**config.mk**
```make
export PLATFORM = sky130hd
export DESIGN_NAME = swout_ctrl
export DESIGN_NICKNAME = d
export VERILOG_FILES = /design/src/inc/swout_pkg.sv /design/src/logic/swout_tick.sv /design/src/logic/swout_delay.sv /design/src/logic/swout_ctrl.sv
export VERILOG_INCLUDE_DIRS = /design/src /design/src/inc
export SDC_FILE = /design/constraint.sdc
export NUM_CORES = 1
export LEC_CHECK = 0
export BUFFER_PORTS_ARGS = -buffer_cell sky130_fd_sc_hd__buf_4
export CORE_AREA = 2 2 171 173
export CTS_BUF_LIST = sky130_fd_sc_hd__clkbuf_16
export CTS_CLUSTER_SIZE = 28
export DETAILED_ROUTE_END_ITERATION = 6
export DIE_AREA = 0 0 173 175
export GPL_TIMING_DRIVEN = 0
export PLACE_DENSITY = 0.7
export REMOVE_ABC_BUFFERS = 1
export SETUP_SLACK_MARGIN = 0.05
export SLEW_MARGIN = 20
export SYNTH_ARGS = -nofsm -noshare
export SYNTH_HDL_FRONTEND = slang
export SYNTH_HIERARCHICAL = 1
export SYNTH_SLANG_ARGS = --single-unit
```
**constraint.sdc**
```tcl
create_clock -name clk_i -period 4.85 [get_ports clk_i]
set_clock_uncertainty 0.1 [all_clocks]
set_input_delay 0.7275 -clock clk_i [delete_from_list [all_inputs] [get_ports clk_i]]
set_output_delay 0.7275 -clock clk_i [all_outputs]
set_load 0.005 [all_outputs]
```
**src/inc/swout_cfg.svh**
```systemverilog
/*
 * Offsets, field positions, reset values and timing counts of the switch
 * output controller. Assumes a 100 MHz clock and a 32-bit Wishbone bus.
 */
`ifndef SWOUT_CFG_SVH
`define SWOUT_CFG_SVH

// ----------------------------------------------------------------------------
// Register offsets (byte addresses)
// ----------------------------------------------------------------------------
`define SWOUT_CTRL_ADDR 8'h00
`define SWOUT_ON_THR_ADDR 8'h04
`define SWOUT_OFF_THR_ADDR 8'h08
`define SWOUT_ON_DLY_ADDR 8'h0c
`define SWOUT_OFF_DLY_ADDR 8'h10
`define SWOUT_STATUS_ADDR 8'h14

// ----------------------------------------------------------------------------
// Control register fields
// ----------------------------------------------------------------------------
`define SWOUT_FUNC_LSB 0
`define SWOUT_DIAG_LSB 4
`define SWOUT_DSRC_LSB 8
`define SWOUT_LSEL_LSB 12
`define SWOUT_FAIL_LSB 16
`define SWOUT_INV_BIT 20

// ----------------------------------------------------------------------------
// Reset values
// ----------------------------------------------------------------------------
// Failure state resets to open; limit variable 1 so the delays apply
`define SWOUT_CTRL_RST 32'h0001_1000
`define SWOUT_THR_RST 32'h0000_0000
`define SWOUT_DLY_RST 16'h0000

// ----------------------------------------------------------------------------
// Timing: delays count in 0.1 s ticks, max 100.0 s
// ----------------------------------------------------------------------------
`define SWOUT_CLK_HZ 100000000
`define SWOUT_TICK_MS 100
`define SWOUT_TICK_CYCLES (`SWOUT_CLK_HZ / 1000 * `SWOUT_TICK_MS)
`define SWOUT_DLY_MAX 16'h03e8

`endif

```
**src/inc/swout_pkg.sv**
```systemverilog
/*
 * Types of the switch output controller.
 * Assumes swout_cfg.svh holds the numeric constants.
 */
package swout_pkg;

    typedef enum logic [2:0] {
        FUNC_OFF, FUNC_ON, FUNC_DIAG, FUNC_LIMIT, FUNC_DOUT
    } func_t;

    typedef enum logic [1:0] {
        DIAG_ALARM, DIAG_ALARM_WARN, DIAG_WARN
    } diag_class_t;

    typedef enum logic [1:0] {
        FAIL_ACTUAL, FAIL_OPEN, FAIL_CLOSED
    } fail_mode_t;

endpackage

```
**src/logic/swout_tick.sv**
```systemverilog
/*
 * Fixed time base: one-cycle pulse every PERIOD clocks.
 * Assumes a single synchronous clock domain.
 */
`timescale 1ns/100ps
`include "swout_cfg.svh"

module swout_tick #(
    parameter int PERIOD = `SWOUT_TICK_CYCLES
) (
    input wire logic clk_i, // Clock
    input wire logic rst_i, // Synchronous reset
    output logic tick_o // Tick pulse
);
    typedef struct packed {
        logic [31:0] cnt;
        logic tick;
    } tick_state_t;

    tick_state_t s;
    tick_state_t next_s;

    always_comb begin
        next_s = s;
        next_s.tick = 1'b0;
        if (s.cnt >= 32'(PERIOD - 1)) begin
            next_s.cnt = 32'h0;
            next_s.tick = 1'b1;
        end else begin
            next_s.cnt = s.cnt + 32'h1;
        end
    end

    always_ff @(posedge clk_i) begin
        if (rst_i) begin
            s <= '0;
        end else begin
            s <= next_s;
        end
    end

    assign tick_o = s.tick;
endmodule // swout_tick

```
**src/logic/swout_delay.sv**
```systemverilog
/*
 * Delayed follower: output takes the target level after it has been
 * stable for the configured number of ticks. Assumes a one-cycle tick.
 */
`timescale 1ns/100ps

module swout_delay #(
    parameter int DW = 16
) (
    input wire logic clk_i, // Clock
    input wire logic rst_i, // Synchronous reset
    input wire logic tick_i, // Time base pulse
    input wire logic target_i, // Wanted level
    input wire logic [DW-1:0] on_dly_i, // Ticks before closing
    input wire logic [DW-1:0] off_dly_i, // Ticks before opening
    output logic level_o // Delayed level
);
    typedef struct packed {
        logic [DW-1:0] cnt;
        logic level;
    } dly_state_t;

    dly_state_t s;
    dly_state_t next_s;
    logic [DW-1:0] limit;

    always_comb begin
        next_s = s;
        limit = target_i ? on_dly_i : off_dly_i;
        if (target_i == s.level) begin
            next_s.cnt = '0;
        end else if (s.cnt >= limit) begin
            next_s.level = target_i;
            next_s.cnt = '0;
        end else if (tick_i) begin
            next_s.cnt = s.cnt + 1'b1;
        end
    end

    always_ff @(posedge clk_i) begin
        if (rst_i) begin
            s <= '0;
        end else begin
            s <= next_s;
        end
    end

    assign level_o = s.level;
endmodule // swout_delay

```
**src/logic/swout_ctrl.sv**
```systemverilog
/*
 * Switch output controller: function selection, limit comparator with
 * hysteresis and delays, failure override, inversion, Wishbone registers.
 * Assumes measured values and event inputs are on clk_i already.
 */
// The register addresses and register access over Wishbone were decided locally.
`timescale 1ns/100ps
`include "swout_cfg.svh"

module swout_ctrl
    import swout_pkg::*;
#(
    parameter int TICK_CYCLES = `SWOUT_TICK_CYCLES,
    parameter int NUM_VARS = 6,
    parameter int NUM_DO = 8
) (
    input wire logic clk_i, // Clock, 100 MHz
    input wire logic rst_i, // Synchronous reset
    input wire logic wb_cyc_i, // Wishbone cycle
    input wire logic wb_stb_i, // Wishbone strobe
    input wire logic wb_we_i, // Wishbone write enable
    input wire logic [7:0] wb_adr_i, // Wishbone byte address
    input wire logic [3:0] wb_sel_i, // Wishbone byte selects
    input wire logic [31:0] wb_dat_i, // Wishbone write data
    output logic [31:0] wb_dat_o, // Wishbone read data
    output logic wb_ack_o, // Wishbone acknowledge
    input wire logic [NUM_VARS*32-1:0] meas_i, // Signed measured variables
    input wire logic alarm_i, // Alarm event present
    input wire logic warning_i, // Warning event present
    input wire logic [1:0] adv_do_i, // Advanced diagnostic outputs
    input wire logic [NUM_DO-1:0] dout_i, // Discrete function block outputs
    output logic switch_o // Switch conductive when high
);
    typedef struct packed {
        logic [31:0] ctrl;
        logic [31:0] on_thr;
        logic [31:0] off_thr;
        logic [15:0] on_dly;
        logic [15:0] off_dly;
        logic cmp;
        logic sw;
        logic ack;
        logic [31:0] rdata;
    } ctrl_state_t;

    ctrl_state_t s;
    ctrl_state_t next_s;
    logic tick;
    logic limit_level;
    func_t func;
    diag_class_t diag_cls;
    fail_mode_t fail_mode;
    logic [3:0] dsrc;
    logic [3:0] lsel;
    logic signed [31:0] meas;
    logic signed [31:0] on_thr;
    logic signed [31:0] off_thr;
    logic event_hit;
    logic dout_val;
    logic raw;
    logic wr;
    logic rd;

    // ------------------------------------------------------------------
    // Time base and delay stage
    // ------------------------------------------------------------------
    swout_tick #(
        .PERIOD(TICK_CYCLES)
    ) u_tick (
        .clk_i(clk_i),
        .rst_i(rst_i),
        .tick_o(tick)
    );

    swout_delay #(
        .DW(16)
    ) u_delay (
        .clk_i(clk_i),
        .rst_i(rst_i),
        .tick_i(tick),
        .target_i(s.cmp),
        .on_dly_i(s.on_dly),
        .off_dly_i(s.off_dly),
        .level_o(limit_level)
    );

    // ------------------------------------------------------------------
    // Field decode
    // ------------------------------------------------------------------
    assign func = func_t'(s.ctrl[`SWOUT_FUNC_LSB +: 3]);
    assign diag_cls = diag_class_t'(s.ctrl[`SWOUT_DIAG_LSB +: 2]);
    assign dsrc = s.ctrl[`SWOUT_DSRC_LSB +: 4];
    assign lsel = s.ctrl[`SWOUT_LSEL_LSB +: 4];
    assign fail_mode = fail_mode_t'(s.ctrl[`SWOUT_FAIL_LSB +: 2]);
    assign on_thr = s.on_thr;
    assign off_thr = s.off_thr;
    assign wr = wb_cyc_i && wb_stb_i && wb_we_i && !s.ack;
    assign rd = wb_cyc_i && wb_stb_i && !wb_we_i && !s.ack;

    // Limit selection 1..NUM_VARS picks a variable; 0 means off
    always_comb begin
        meas = '0;
        for (int i = 0; i < NUM_VARS; i++) begin
            if (lsel == 4'(i + 1)) begin
                meas = meas_i[i*32 +: 32];
            end
        end
    end

    // Source 0 off, 1..2 advanced diagnostics, 3.. discrete blocks
    always_comb begin
        dout_val = 1'b0;
        if (dsrc == 4'h1) begin
            dout_val = adv_do_i[0];
        end else if (dsrc == 4'h2) begin
            dout_val = adv_do_i[1];
        end else begin
            for (int i = 0; i < NUM_DO; i++) begin
                if (dsrc == 4'(i + 3)) begin
                    dout_val = dout_i[i];
                end
            end
        end
    end

    always_comb begin
        case (diag_cls)
            DIAG_ALARM: event_hit = alarm_i;
            DIAG_ALARM_WARN: event_hit = alarm_i || warning_i;
            DIAG_WARN: event_hit = warning_i;
            default: event_hit = alarm_i;
        endcase
    end

    // ------------------------------------------------------------------
    // Output selection
    // ------------------------------------------------------------------
    always_comb begin
        case (func)
            FUNC_OFF: raw = 1'b0;
            FUNC_ON: raw = 1'b1;
            FUNC_DIAG: raw = !event_hit;
            FUNC_LIMIT: raw = limit_level;
            FUNC_DOUT: raw = dout_val;
            default: raw = 1'b0;
        endcase
        // Failure state overrides only limit and digital modes
        if (alarm_i && (func == FUNC_LIMIT || func == FUNC_DOUT)) begin
            case (fail_mode)
                FAIL_OPEN: raw = 1'b0;
                FAIL_CLOSED: raw = 1'b1;
                default: raw = raw;
            endcase
        end
    end

    // ------------------------------------------------------------------
    // Next state: comparator, registers, bus
    // ------------------------------------------------------------------
    always_comb begin
        next_s = s;
        next_s.ack = 1'b0;
        // Comparator holds between thresholds and while unassigned
        if (lsel != 4'h0) begin
            if (on_thr > off_thr) begin
                if (meas > on_thr) begin
                    next_s.cmp = 1'b1;
                end else if (meas < off_thr) begin
                    next_s.cmp = 1'b0;
                end
            end else if (on_thr < off_thr) begin
                if (meas < on_thr) begin
                    next_s.cmp = 1'b1;
                end else if (meas > off_thr) begin
                    next_s.cmp = 1'b0;
                end
            end
        end
        next_s.sw = raw ^ s.ctrl[`SWOUT_INV_BIT];
        if (wr) begin
            next_s.ack = 1'b1;
            if (wb_adr_i == `SWOUT_CTRL_ADDR) begin
                for (int b = 0; b < 4; b++) begin
                    if (wb_sel_i[b]) begin
                        next_s.ctrl[b*8 +: 8] = wb_dat_i[b*8 +: 8];
                    end
                end
                next_s.ctrl[31:21] = '0;
            end else if (wb_adr_i == `SWOUT_ON_THR_ADDR) begin
                for (int b = 0; b < 4; b++) begin
                    if (wb_sel_i[b]) begin
                        next_s.on_thr[b*8 +: 8] = wb_dat_i[b*8 +: 8];
                    end
                end
            end else if (wb_adr_i == `SWOUT_OFF_THR_ADDR) begin
                for (int b = 0; b < 4; b++) begin
                    if (wb_sel_i[b]) begin
                        next_s.off_thr[b*8 +: 8] = wb_dat_i[b*8 +: 8];
                    end
                end
            end else if (wb_adr_i == `SWOUT_ON_DLY_ADDR) begin
                // Whole-word write; values above 100.0 s saturate
                if (wb_dat_i[15:0] > `SWOUT_DLY_MAX) begin
                    next_s.on_dly = `SWOUT_DLY_MAX;
                end else begin
                    next_s.on_dly = wb_dat_i[15:0];
                end
            end else if (wb_adr_i == `SWOUT_OFF_DLY_ADDR) begin
                if (wb_dat_i[15:0] > `SWOUT_DLY_MAX) begin
                    next_s.off_dly = `SWOUT_DLY_MAX;
                end else begin
                    next_s.off_dly = wb_dat_i[15:0];
                end
            end
        end
        if (rd) begin
            next_s.ack = 1'b1;
            if (wb_adr_i == `SWOUT_CTRL_ADDR) begin
                next_s.rdata = s.ctrl;
            end else if (wb_adr_i == `SWOUT_ON_THR_ADDR) begin
                next_s.rdata = s.on_thr;
            end else if (wb_adr_i == `SWOUT_OFF_THR_ADDR) begin
                next_s.rdata = s.off_thr;
            end else if (wb_adr_i == `SWOUT_ON_DLY_ADDR) begin
                next_s.rdata = {16'h0000, s.on_dly};
            end else if (wb_adr_i == `SWOUT_OFF_DLY_ADDR) begin
                next_s.rdata = {16'h0000, s.off_dly};
            end else if (wb_adr_i == `SWOUT_STATUS_ADDR) begin
                next_s.rdata = {29'h0, limit_level, s.cmp, s.sw};
            end else begin
                next_s.rdata = 32'h0000_0000;
            end
        end
    end

    always_ff @(posedge clk_i) begin
        if (rst_i) begin
            s.ctrl <= `SWOUT_CTRL_RST;
            s.on_thr <= `SWOUT_THR_RST;
            s.off_thr <= `SWOUT_THR_RST;
            s.on_dly <= `SWOUT_DLY_RST;
            s.off_dly <= `SWOUT_DLY_RST;
            s.cmp <= 1'b0;
            s.sw <= 1'b0;
            s.ack <= 1'b0;
            s.rdata <= 32'h0000_0000;
        end else begin
            s <= next_s;
        end
    end

    assign wb_ack_o = s.ack;
    assign wb_dat_o = s.rdata;
    assign switch_o = s.sw;
endmodule // swout_ctrl

```
==> flow_summary.toml, run 1 <==
[setup_path]
worstPathArrival_ns = 4.79
end_kind = "flop"
crit_type = "flop to flop"
path_max_fanout = 22
path_cells = "nor4b_4 > buf_2 > buf_2 > buf_2 > buf_2 > nand2_1 > nand2_1 > o21ai_0 > nand3_1 > o21ai_0 > nand2_1 > ha_1 > and4_1 > nand2_1 > or4_1 > a31oi_1 > o22ai_1 > and2b_2 > o21ai_2 > o211ai_1"
startpoint_type = "flop"
cp_slowest_stage_delay_ns = 0.54
cpMaxStageDelayCell = "or4_1"
crit_required_ns = 5.13

[timing]
hold_viol_final = 0
fin_crit_ns = 4.51
fin_setup_tns_ns = 0
hold-worst-slack_ns = 0.356
grt_setup_unrepaired = "no"
tightest_slew_ns = 1.17
slew_headroom_pct = 21.8
finalMaxSlewViolations = 0
clock.fmax_mhz = 222
period_share_pct = 93.0
setup_viol = 0

[logic_synthesis]
synth_flop_cell = "dfxtp_1"
synth_adder_area_share_pct = 11.1
async_reset_ff_share_pct = 0
yosys.area_share.simple_pct = 27.3
synth_top_family_by_area = "simple AND/OR/NAND/NOR gates"
yosysWarnings = 6
synth_compound_area_share_pct = 19.5
synth_seq_area_share_pct = 30.8
mappedNetlistArea_sq_um = 13100
synth-seq-cells = 202
synthXorXnorAreaFrac_pct = 2.07
synthMuxAreaShare_pct = 2.07
syn_area_per_cell_sq_um = 7.36
synth_edf_count = 0
ys_types = 68
synthCells = 1784

[grt]
grt_overflow = 0
grt.total_usage_pct = 26.3
grt_pass1_wl_microns = 65800
grt_start_max_net_pins = 149
antenna_found_initial = 1
grt_pass1_vias = 12700

[detailed_routing]
drtIter0Drc = 1290
ant_nets = 0
wirelength_microns = 42100
wl_per_cell_microns = 17.6
via_count = 13500
first_pass_iters = 5
drcViolationCount = 0
vias_per_cell = 5.63

[clock_network]
cts_buffers = 22
worst_skew_pair.late_latency_ns = 0.51
htree_levels = 1
clk_pin_slew_worst_paths_ns = 0.07
postCtsHoldBufs = 0
cts_num_sinks = 202
cts_tree = "yes"
cts_root_buffer = "clkbuf_16"
clockBufferDepth = 3

[floorplan]
die_h_microns = 175
rows = 62
core_region_area_sq_um = 28400
die_area_sq_um = 30300
die_w_microns = 173
start_util_pct = 46.3
ios = 287

[job]
cap_violations = 0

[worst_hold_path]
holdCritPathClass = "flop to flop"

[finish]
area_delta_synth_final_pct = 22.0
drive_above_1_share_pct = 18.3
nNetsFinal = 2360

[power_and_ir_drop]
powerDensity_nw_per_um2 = 228
peakVddDrop_v = 0.000194
p_leak_nw = 6.31

[placed_design]
routabilityCongestion = 0.888
port_buffers = 286
dp_hpwl_microns = 32300

[status]
status = "completed"
## state kept, by name, summed over array words and instances (netlist names), 2 cells and up
signal     flops
diag_cls       2
dsrc           4
fail_mode      2
func           3
lsel           4
off_thr       32
on_thr        32
s             39
u_delay/s     16
u_tick/s      32
wb_dat_o      32
## worst paths after layout
| kind | slack [ns] | endpoint | startpoint | cells after the start |
|---|---|---|---|---|
| worst min-delay path | 0.36 | off_thr[2] | off_thr[2] | 2 |
| worst max-delay path | 0.34 | s[34] | lsel[1] | 20 |
| worst min register to register | 0.36 | off_thr[2] | off_thr[2] | 2 |
| worst max register to register | 0.34 | s[34] | lsel[1] | 20 |
## power breakdown
part           total (mW)  internal, mW  switching (mW)
logic               0.383         0.207           0.176
registers            1.68          1.67         0.00840
clock network        1.58         0.907           0.678
total                3.65          2.78           0.862
## cell usage in the layout (no fill, tap or decap), types with 7 or more instances in the layout
cell type  instances
a211oi_1          32
a21o_1            12
a21oi_1          157
a221oi_1          20
a22oi_1           20
and2_1            20
and3_1            14
and4_1             7
buf_4            289
clkbuf_16         23
conb_1             8
dfxtp_1          199
ha_1             117
inv_1             89
mux2i_1           26
nand2_1          386
nand2b_1          10
nand3_1           59
nand4_1           31
nor2_1           129
nor2b_1           15
nor3_1            23
nor3_2            11
nor4_1            17
o21ai_0          121
o21ai_1           10
o22ai_1           10
or3_1              8
xnor2_1           17
xor2_1            14
## Yosys cell counts (all sizes together) (4+ instances only)
cell	n	area, sq um
o22ai	10	62.6
nand3	60	305
nor2	132	495
and2	20	125
nand2	387	1450
or4	8	71.3
a31oi	5	31.3
a211oi	33	253
nor4	19	125
a22oi	20	150
xor2	14	123
or3	9	56.3
and3	16	100
xnor2	17	149
nor4b	4	35.0
nor2b	15	93.8
dfxtp	202	4040
o21ai	133	669
mux2i	26	260
nand2b	10	62.6
nand4	34	240
a21oi	157	786
nor3	34	220
buf	62	397
a221oi	20	175
ha	117	1460
o211ai	5	37.5
a21o	12	90.1
clkbuf	62	233
and4	7	61.3
o31ai	6	45.0
inv	83	312
nand3b	6	45.0
## critical path: cells and delay by family, from the launching register on
family,cells,cell delay (ns)
adder cells (fa/ha/maj),1,0.17
AO/OA/AOI/OAI,6,0.77
flip-flops,1,0.53
buffers and inverters,4,0.93
AND/OR/NAND/NOR,9,1.87
## final cells by class
cell class                      instances  area (sq um)
Sequential cell                       202          4050
Antenna cell                            1          2.50
Clock inverter                         17          97.6
Inverter                               83           312
Multi-Input combinational cell       1382          8240
Tap cell                              384           480
Timing Repair Buffer                  299          2260
Clock buffer                           23           576
Fill cell                            2737         12400
## metal layers
| metal | share of wire, % | wire length, microns | track usage [%] | vias up |
|---|---|---|---|---|
| met5 | 0 | 0 | 0 | - |
| met4 | 2.5 | 1040 | 6.46 | 0 |
| met3 | 6.5 | 2750 | 3.22 | 70 |
| met2 | 47 | 19700 | 43.5 | 478 |
| met1 | 44 | 18600 | 36.5 | 6272 |
| li1 | - | - | - | 6635 |
## logic make-up (layout without fill, tap and decap cells)
| logic type | Yosys count | count (layout) |
|---|---|---|
| AND/OR/NAND/NOR | 772 | 772 |
| AO/OA/AOI/OAI | 427 | 427 |
| buffers and inverters | 207 | 422 |
| flip-flops | 202 | 202 |
| adder cells (fa/ha/maj) | 117 | 117 |
| XOR/XNOR | 31 | 31 |
| multiplexers | 27 | 27 |
| other | 1 | 9 |
## timing repair
| action | 4_1_cts | 5_1_grt |
|---|---|---|
| buffers inserted | 0 | 3 |
| pin swaps | 0 | 0 |
| setup endpoints to repair | 1 | 1 |
| resized for setup | 4 | 4 |
## per-stage QoR
step | total power, mW | utilization, % | cells | cell area, sq um | setup slack [ns]
after floorplan | 1.84 | - | 1667 | 12500 | -0.763
after global placement | 2.08 | 53.4 | 2337 | 15200 | -4.18
after detailed placement | 2.09 | 53.8 | 2347 | 15300 | -0.409
after CTS | 3.66 | 56.2 | 2387 | 16000 | 0.0645
after global routing | 3.76 | 56.4 | 2390 | 16000 | 0.0775
final | 3.65 | 56.4 | 2391 | 16000 | 0.338
(Power assumes the default switching activity.)
==> run 2, diff against run 1 <==
--- a/config.mk
+++ b/config.mk
@@ -13,7 +13,7 @@
 export DETAILED_ROUTE_END_ITERATION = 6
 export DIE_AREA = 0 0 173 175
 export GPL_TIMING_DRIVEN = 0
-export PLACE_DENSITY = 0.7
+export PLACE_DENSITY = 0.72
 export REMOVE_ABC_BUFFERS = 1
 export SETUP_SLACK_MARGIN = 0.05
 export SLEW_MARGIN = 20
==> constraint.sdc (replaced) <==
create_clock -name clk_i -period 3.8 [get_ports clk_i]
set_clock_uncertainty 0.1 [all_clocks]
set_input_delay 0.57 -clock clk_i [delete_from_list [all_inputs] [get_ports clk_i]]
set_output_delay 0.57 -clock clk_i [all_outputs]
set_load 0.005 [all_outputs]
==> run 2 against run 1 <==
  * Routed wire length grew 5.7%
  * Power increased by 32%
  * Highest routed layer unchanged
  * Largest cell class unchanged
  * Sequential power is 27% higher
  * Via count rose by 2.3%
  * Cell area rose by 4.4%
  * Final cell count increased by 1.4%
  * Largest power group is now clock
  * Flip-flop and latch count unchanged
  * Worst hold slack got worse by 0.12 ns
  * Clock power grew 37%
  * Global-route usage up 0.88 points
  * Non-clock buffer count is 32 higher
  * Critical path type unchanged
==> flow_summary.toml, run 2 (same netlist as run 1, synthesis figures left out) <==
[placed_design]
dp_slack_ns = -1.44
routabilityCongestion = 0.940
dp.cells = 2347
dp_hpwl_microns = 32700
port_buffers = 286

[grt]
grt_overflow = 0
grt_pass1_vias = 12800
antenna_found_initial = 1
grt.total_usage_pct = 27.2
grt_start_max_net_pins = 107
grt_pass1_wl_microns = 67200

[setup_path]
worstPathArrival_ns = 3.93
end_kind = "flop"
crit_required_ns = 4.07
startpoint_type = "flop"
crit_type = "flop to flop"
path_max_fanout = 7

[finish]
stdcell_count = 2425
largest_reg_flops = 39
final_common_cell = "nand2_1"
regMostFlops = "s"
fin_util_pct = 58.9
area_delta_synth_final_pct = 27.4
final_cell_mix = "380 x nand2_1, 316 x buf_4, 197 x dfxtp_1, 155 x a21oi_1, 129 x nor2_1"
multi_input_area_sq_um = 8530
drive_above_1_share_pct = 21.6
nNetsFinal = 2395
nFillCells = 2629
regArea_sq_um = 4060

[job]
cap_violations = 0

[timing]
clock.fmax_mhz = 273
period_share_pct = 96.4
fin_crit_ns = 3.67
hold_viol_final = 0
finalMaxSlewViolations = 0
setup_viol = 0
setup_ws_ns = 0.135
tightest_slew_ns = 1.02
slew_headroom_pct = 32.2

[floorplan]
ios = 287
start_util_pct = 46.3
rows = 62
die_h_microns = 175
die_w_microns = 173
core_region_area_sq_um = 28400
die_area_sq_um = 30300

[status]
status = "completed"

[detailed_routing]
via_count = 13800
wl_per_cell_microns = 18.4
drtIter0Drc = 1217
wirelength_microns = 44500
first_pass_iters = 5
vias_per_cell = 5.68
drcViolationCount = 0
ant_nets = 0

[clock_network]
clockBufferDepth = 3
cts_num_sinks = 202
clk_pin_slew_worst_paths_ns = 0.06
cts_root_buffer = "clkbuf_16"
postCtsHoldBufs = 0
cts_buffers = 22
worst_skew_pair.late_latency_ns = 0.50
cts_tree = "yes"
htree_levels = 1

[power_and_ir_drop]
peakVddDrop_v = 0.000302
powerDensity_nw_per_um2 = 288
p_leak_nw = 6.55

[worst_hold_path]
holdCritPathClass = "input pin to flop"
run 2: cell types whose count changed in the layout (fill, tap and decap cells not counted), sizes merged:
cell / before / now
bufinv: 1 / 3
nor2: 132 / 133
or2: 2 / 3
clkinv: 10 / 9
clkbuf: 23 / 25
inv: 89 / 86
buf: 299 / 329
clkinvlp: 0 / 1
nand2: 387 / 388
run 2: cell type report:
type | instances | area share, %
sequential | 202 | 24.3
clock inverter | 16 | 0.905
timing repair buffer | 331 | 15.7
antenna | 1 | 0.0150
multi-input combinational | 1385 | 51.0
clock buffer | 23 | 3.44
inverter | 83 | 1.86
tap | 384 | 2.87
run 2: critical path, stage by stage, from the launching register on:
cell      delay [ns]
dfxtp_4         0.36
buf_6           0.14
nor4b_4         0.33
buf_6           0.21
buf_12          0.13
nand2_1         0.05
a21oi_1         0.18
a221oi_2        0.07
a21oi_2         0.14
buf_4           0.17
ha_1            0.15
nand4_1         0.18
or4_4           0.55
a31oi_4         0.19
o22ai_4         0.10
and2b_2         0.22
o21ai_2         0.14
o211ai_1        0.10
run 2: routing by layer:
| layer | share of wire (%) | wire length, microns | GRT usage, % |
|---|---|---|---|
| met4 | 2.8 | 1250 | 7.49 |
| met3 | 7.5 | 3320 | 3.89 |
| met5 | 0 | 0 | 0 |
| met1 | 43 | 19200 | 37.5 |
| met2 | 47 | 20800 | 44.5 |
run 2: final timing paths:
kind                      from     end  slack, ns  depth (start not counted)
setup / recovery       lsel[2]   s[34]       0.13                         17
hold / removal    wb_dat_i[19]  s[150]       0.23                          3
setup reg to reg       lsel[2]   s[34]       0.13                         17
hold reg to reg         s[138]  s[138]       0.36                          2
run 2: repair_timing:
action	in CTS	in global routing
buffers inserted	14	22
setup endpoints to repair	1	1
gates cloned	1	4
resized for setup	34	51
pin swaps	6	37
run 2: metrics by stage:
step / area, sq um / power [mW] / hold slack [ns] / setup TNS, ns
2_1_floorplan: 12500 / 2.35 / 0.326 / -1.81
3_3_place_gp: 15200 / 2.66 / 0.338 / -26.50
3_5_place_dp: 15300 / 2.68 / 0.344 / -1.44
4_1_cts: 16300 / 4.82 / 0.220 / 0
5_1_grt: 16700 / 4.99 / 0.230 / -0.0533
6_report: 16700 / 4.82 / 0.231 / 0
run 2: power by group:
group | internal (mW) | total (mW) | leakage (nW) | switching, mW
registers | 2.13 | 2.14 | 1.63 | 0.0115
logic | 0.282 | 0.523 | 4.55 | 0.241
clock network | 1.30 | 2.16 | 0.366 | 0.864
==> run 3, diff against run 2 <==
--- a/config.mk
+++ b/config.mk
@@ -7,13 +7,15 @@
 export NUM_CORES = 1
 export LEC_CHECK = 0
 export BUFFER_PORTS_ARGS = -buffer_cell sky130_fd_sc_hd__buf_4
-export CORE_AREA = 2 2 171 173
+export CELL_PAD_IN_SITES_DETAIL_PLACEMENT = 1
+export CELL_PAD_IN_SITES_GLOBAL_PLACEMENT = 1
+export CORE_AREA = 2 2 194 196
 export CTS_BUF_LIST = sky130_fd_sc_hd__clkbuf_16
 export CTS_CLUSTER_SIZE = 28
 export DETAILED_ROUTE_END_ITERATION = 6
-export DIE_AREA = 0 0 173 175
+export DIE_AREA = 0 0 196 198
 export GPL_TIMING_DRIVEN = 0
-export PLACE_DENSITY = 0.72
+export PLACE_DENSITY_LB_ADDON = 0.1
 export REMOVE_ABC_BUFFERS = 1
 export SETUP_SLACK_MARGIN = 0.05
 export SLEW_MARGIN = 20
==> run 3 against run 2 <==
  * Non-clock buffer count increased by 18
  * Clock power increased by 6%
  * Power increased by 3.7%
  * Maximum frequency increased by 1.0%
  * Cell area increased by 3.8%
  * Via count increased by 0.62%
  * Core utilization decreased by 12 points
  * Combinational power increased by 7.8%
  * Flip-flop and latch count unchanged
  * Sequential power about the same
  * Highest routed layer unchanged
==> flow_summary.toml, run 3 (same netlist as run 1, synthesis figures left out) <==
[floorplan]
die_h_microns = 198
ios = 287
die_area_sq_um = 38800
core_region_area_sq_um = 37000
rows = 71
die_w_microns = 196
start_util_pct = 35.5

[finish]
largest_reg_flops = 39
final_cell_mix = "372 x nand2_1, 326 x buf_4, 197 x dfxtp_1, 154 x a21oi_1, 127 x nor2_1"
multi_input_area_sq_um = 8810
area_delta_synth_final_pct = 32.2
fin_util_pct = 47.0
design_area_sq_um = 17400
regArea_sq_um = 4060
final_common_cell = "nand2_1"
regMostFlops = "s"
drive_above_1_share_pct = 24.1
nNetsFinal = 2417
nFillCells = 4580
stdcell_count = 2538

[detailed_routing]
via_count = 13900
vias_per_cell = 5.46
ant_nets = 0
first_pass_iters = 5
dr_wl_met3_microns = 2050
wirelength_microns = 51500
wl_per_cell_microns = 20.3
maxUsedRoutingLayer = "met4"
met1Wirelength_microns = 23400
wl_met2_microns = 24600
drtIter0Drc = 707
drcViolationCount = 0

[placed_design]
dp.cells = 2439
routabilityCongestion = 0.850
port_buffers = 286
dp_hpwl_microns = 38500
placedInstanceArea_sq_um = 15400
dp_slack_ns = -1.58

[timing]
tightest_slew_ns = 0.867
grt_setup_unrepaired = "yes"
finalMaxSlewViolations = 0
fin_crit_ns = 3.63
hold_viol_final = 0
slew_headroom_pct = 42.2
fin_setup_tns_ns = 0
period_share_pct = 95.5
clock.fmax_mhz = 276
setup_viol = 0
setup_ws_ns = 0.173

[clock_network]
postCtsHoldBufs = 0
cts_num_sinks = 202
clockBufferDepth = 3
clk_pin_slew_worst_paths_ns = 0.06
htree_levels = 1
cts_tree = "yes"
cts_root_buffer = "clkbuf_16"
cts_buffers = 24
worst_skew_pair.late_latency_ns = 0.52

[status]
status = "completed"

[setup_path]
cpMaxStageDelayCell = "dfxtp_4"
r2r_cells = 21
path_depth = 21
path_max_fanout = 15
cp_top_family = "compound AO/OA/AOI/OAI gates"
startpoint_type = "flop"
worstPathArrival_ns = 3.92
cp_slowest_stage_delay_ns = 0.39
crit_type = "flop to flop"
crit_required_ns = 4.09
end_kind = "flop"
crit_buf_inv = 5
path_cells = "buf_12 > nand2b_4 > nor2_4 > buf_12 > buf_8 > o21ai_1 > nand2_1 > o21ai_1 > nand3_1 > o21ai_2 > nand2_2 > ha_4 > nand4_1 > buf_4 > nor4_4 > buf_4 > o311ai_4 > a31oi_4 > a211oi_2 > o31ai_1 > o211ai_1"

[grt]
grt.total_usage_pct = 25.1
grt_pass1_vias = 13800
grt_pass1_wl_microns = 77000
grt_start_max_net_pins = 98
antenna_found_initial = 2
grt_overflow = 0

[power_and_ir_drop]
powerDensity_nw_per_um2 = 288
peakVddDrop_v = 0.000339
p_leak_nw = 6.74

[worst_hold_path]
holdCritPathClass = "input pin to flop"
holdPathStages = 3

[job]
cap_violations = 0
## run 3: cell type report
type,instances,area share [%]
Clock inverter,17,0.865
Tap cell,474,3.42
Clock buffer,25,3.60
Sequential cell,202,23.4
Multi-Input combinational cell,1387,50.7
Timing Repair Buffer,349,16.2
Antenna cell,1,0.0144
Inverter,83,1.79
## run 3: power by group
part | switching, mW | internal [mW]
registers | 0.0109 | 2.13
clock network | 0.915 | 1.38
logic | 0.263 | 0.301
## run 3: final timing paths
kind / startpoint / to / slack, ns
worst max-delay path: lsel[0] / s[34] / 0.17
worst min-delay path: wb_dat_i[12] / lsel[0] / 0.20
worst max register to register: lsel[0] / s[34] / 0.17
worst min register to register: s[138] / s[138] / 0.36
## run 3: repair_timing
| item | CTS | global route |
|---|---|---|
| pin swaps | 15 | 51 |
| buffers inserted | 23 | 27 |
| resized for setup | 51 | 109 |
| gates cloned | 4 | 2 |
| endpoints found under the setup margin | 1 | 1 |
## run 3: worst reg2reg max path, delay by kind of cell (launching register included)
| kind | cells | cell delay (ns) |
|---|---|---|
| flip-flops | 1 | 0.39 |
| AO/OA/AOI/OAI | 8 | 1.05 |
| buffers and inverters | 5 | 0.81 |
| AND/OR/NAND/NOR | 7 | 0.85 |
| adder cells (fa/ha/maj) | 1 | 0.31 |
## run 3: through the flow
step	hold WS, ns	total power, mW
2_1_floorplan	0.326	2.35
3_3_place_gp	0.337	2.68
3_5_place_dp	0.347	2.70
4_1_cts	0.191	5.01
5_1_grt	0.214	5.20
6_report	0.204	5.00
## run 3: metal layers
layer	track usage (%)	vias to the layer above
met5	0	-
met4	6.73	0
met3	3.25	78
met2	42.3	303
met1	33.7	6710
li1	-	6761
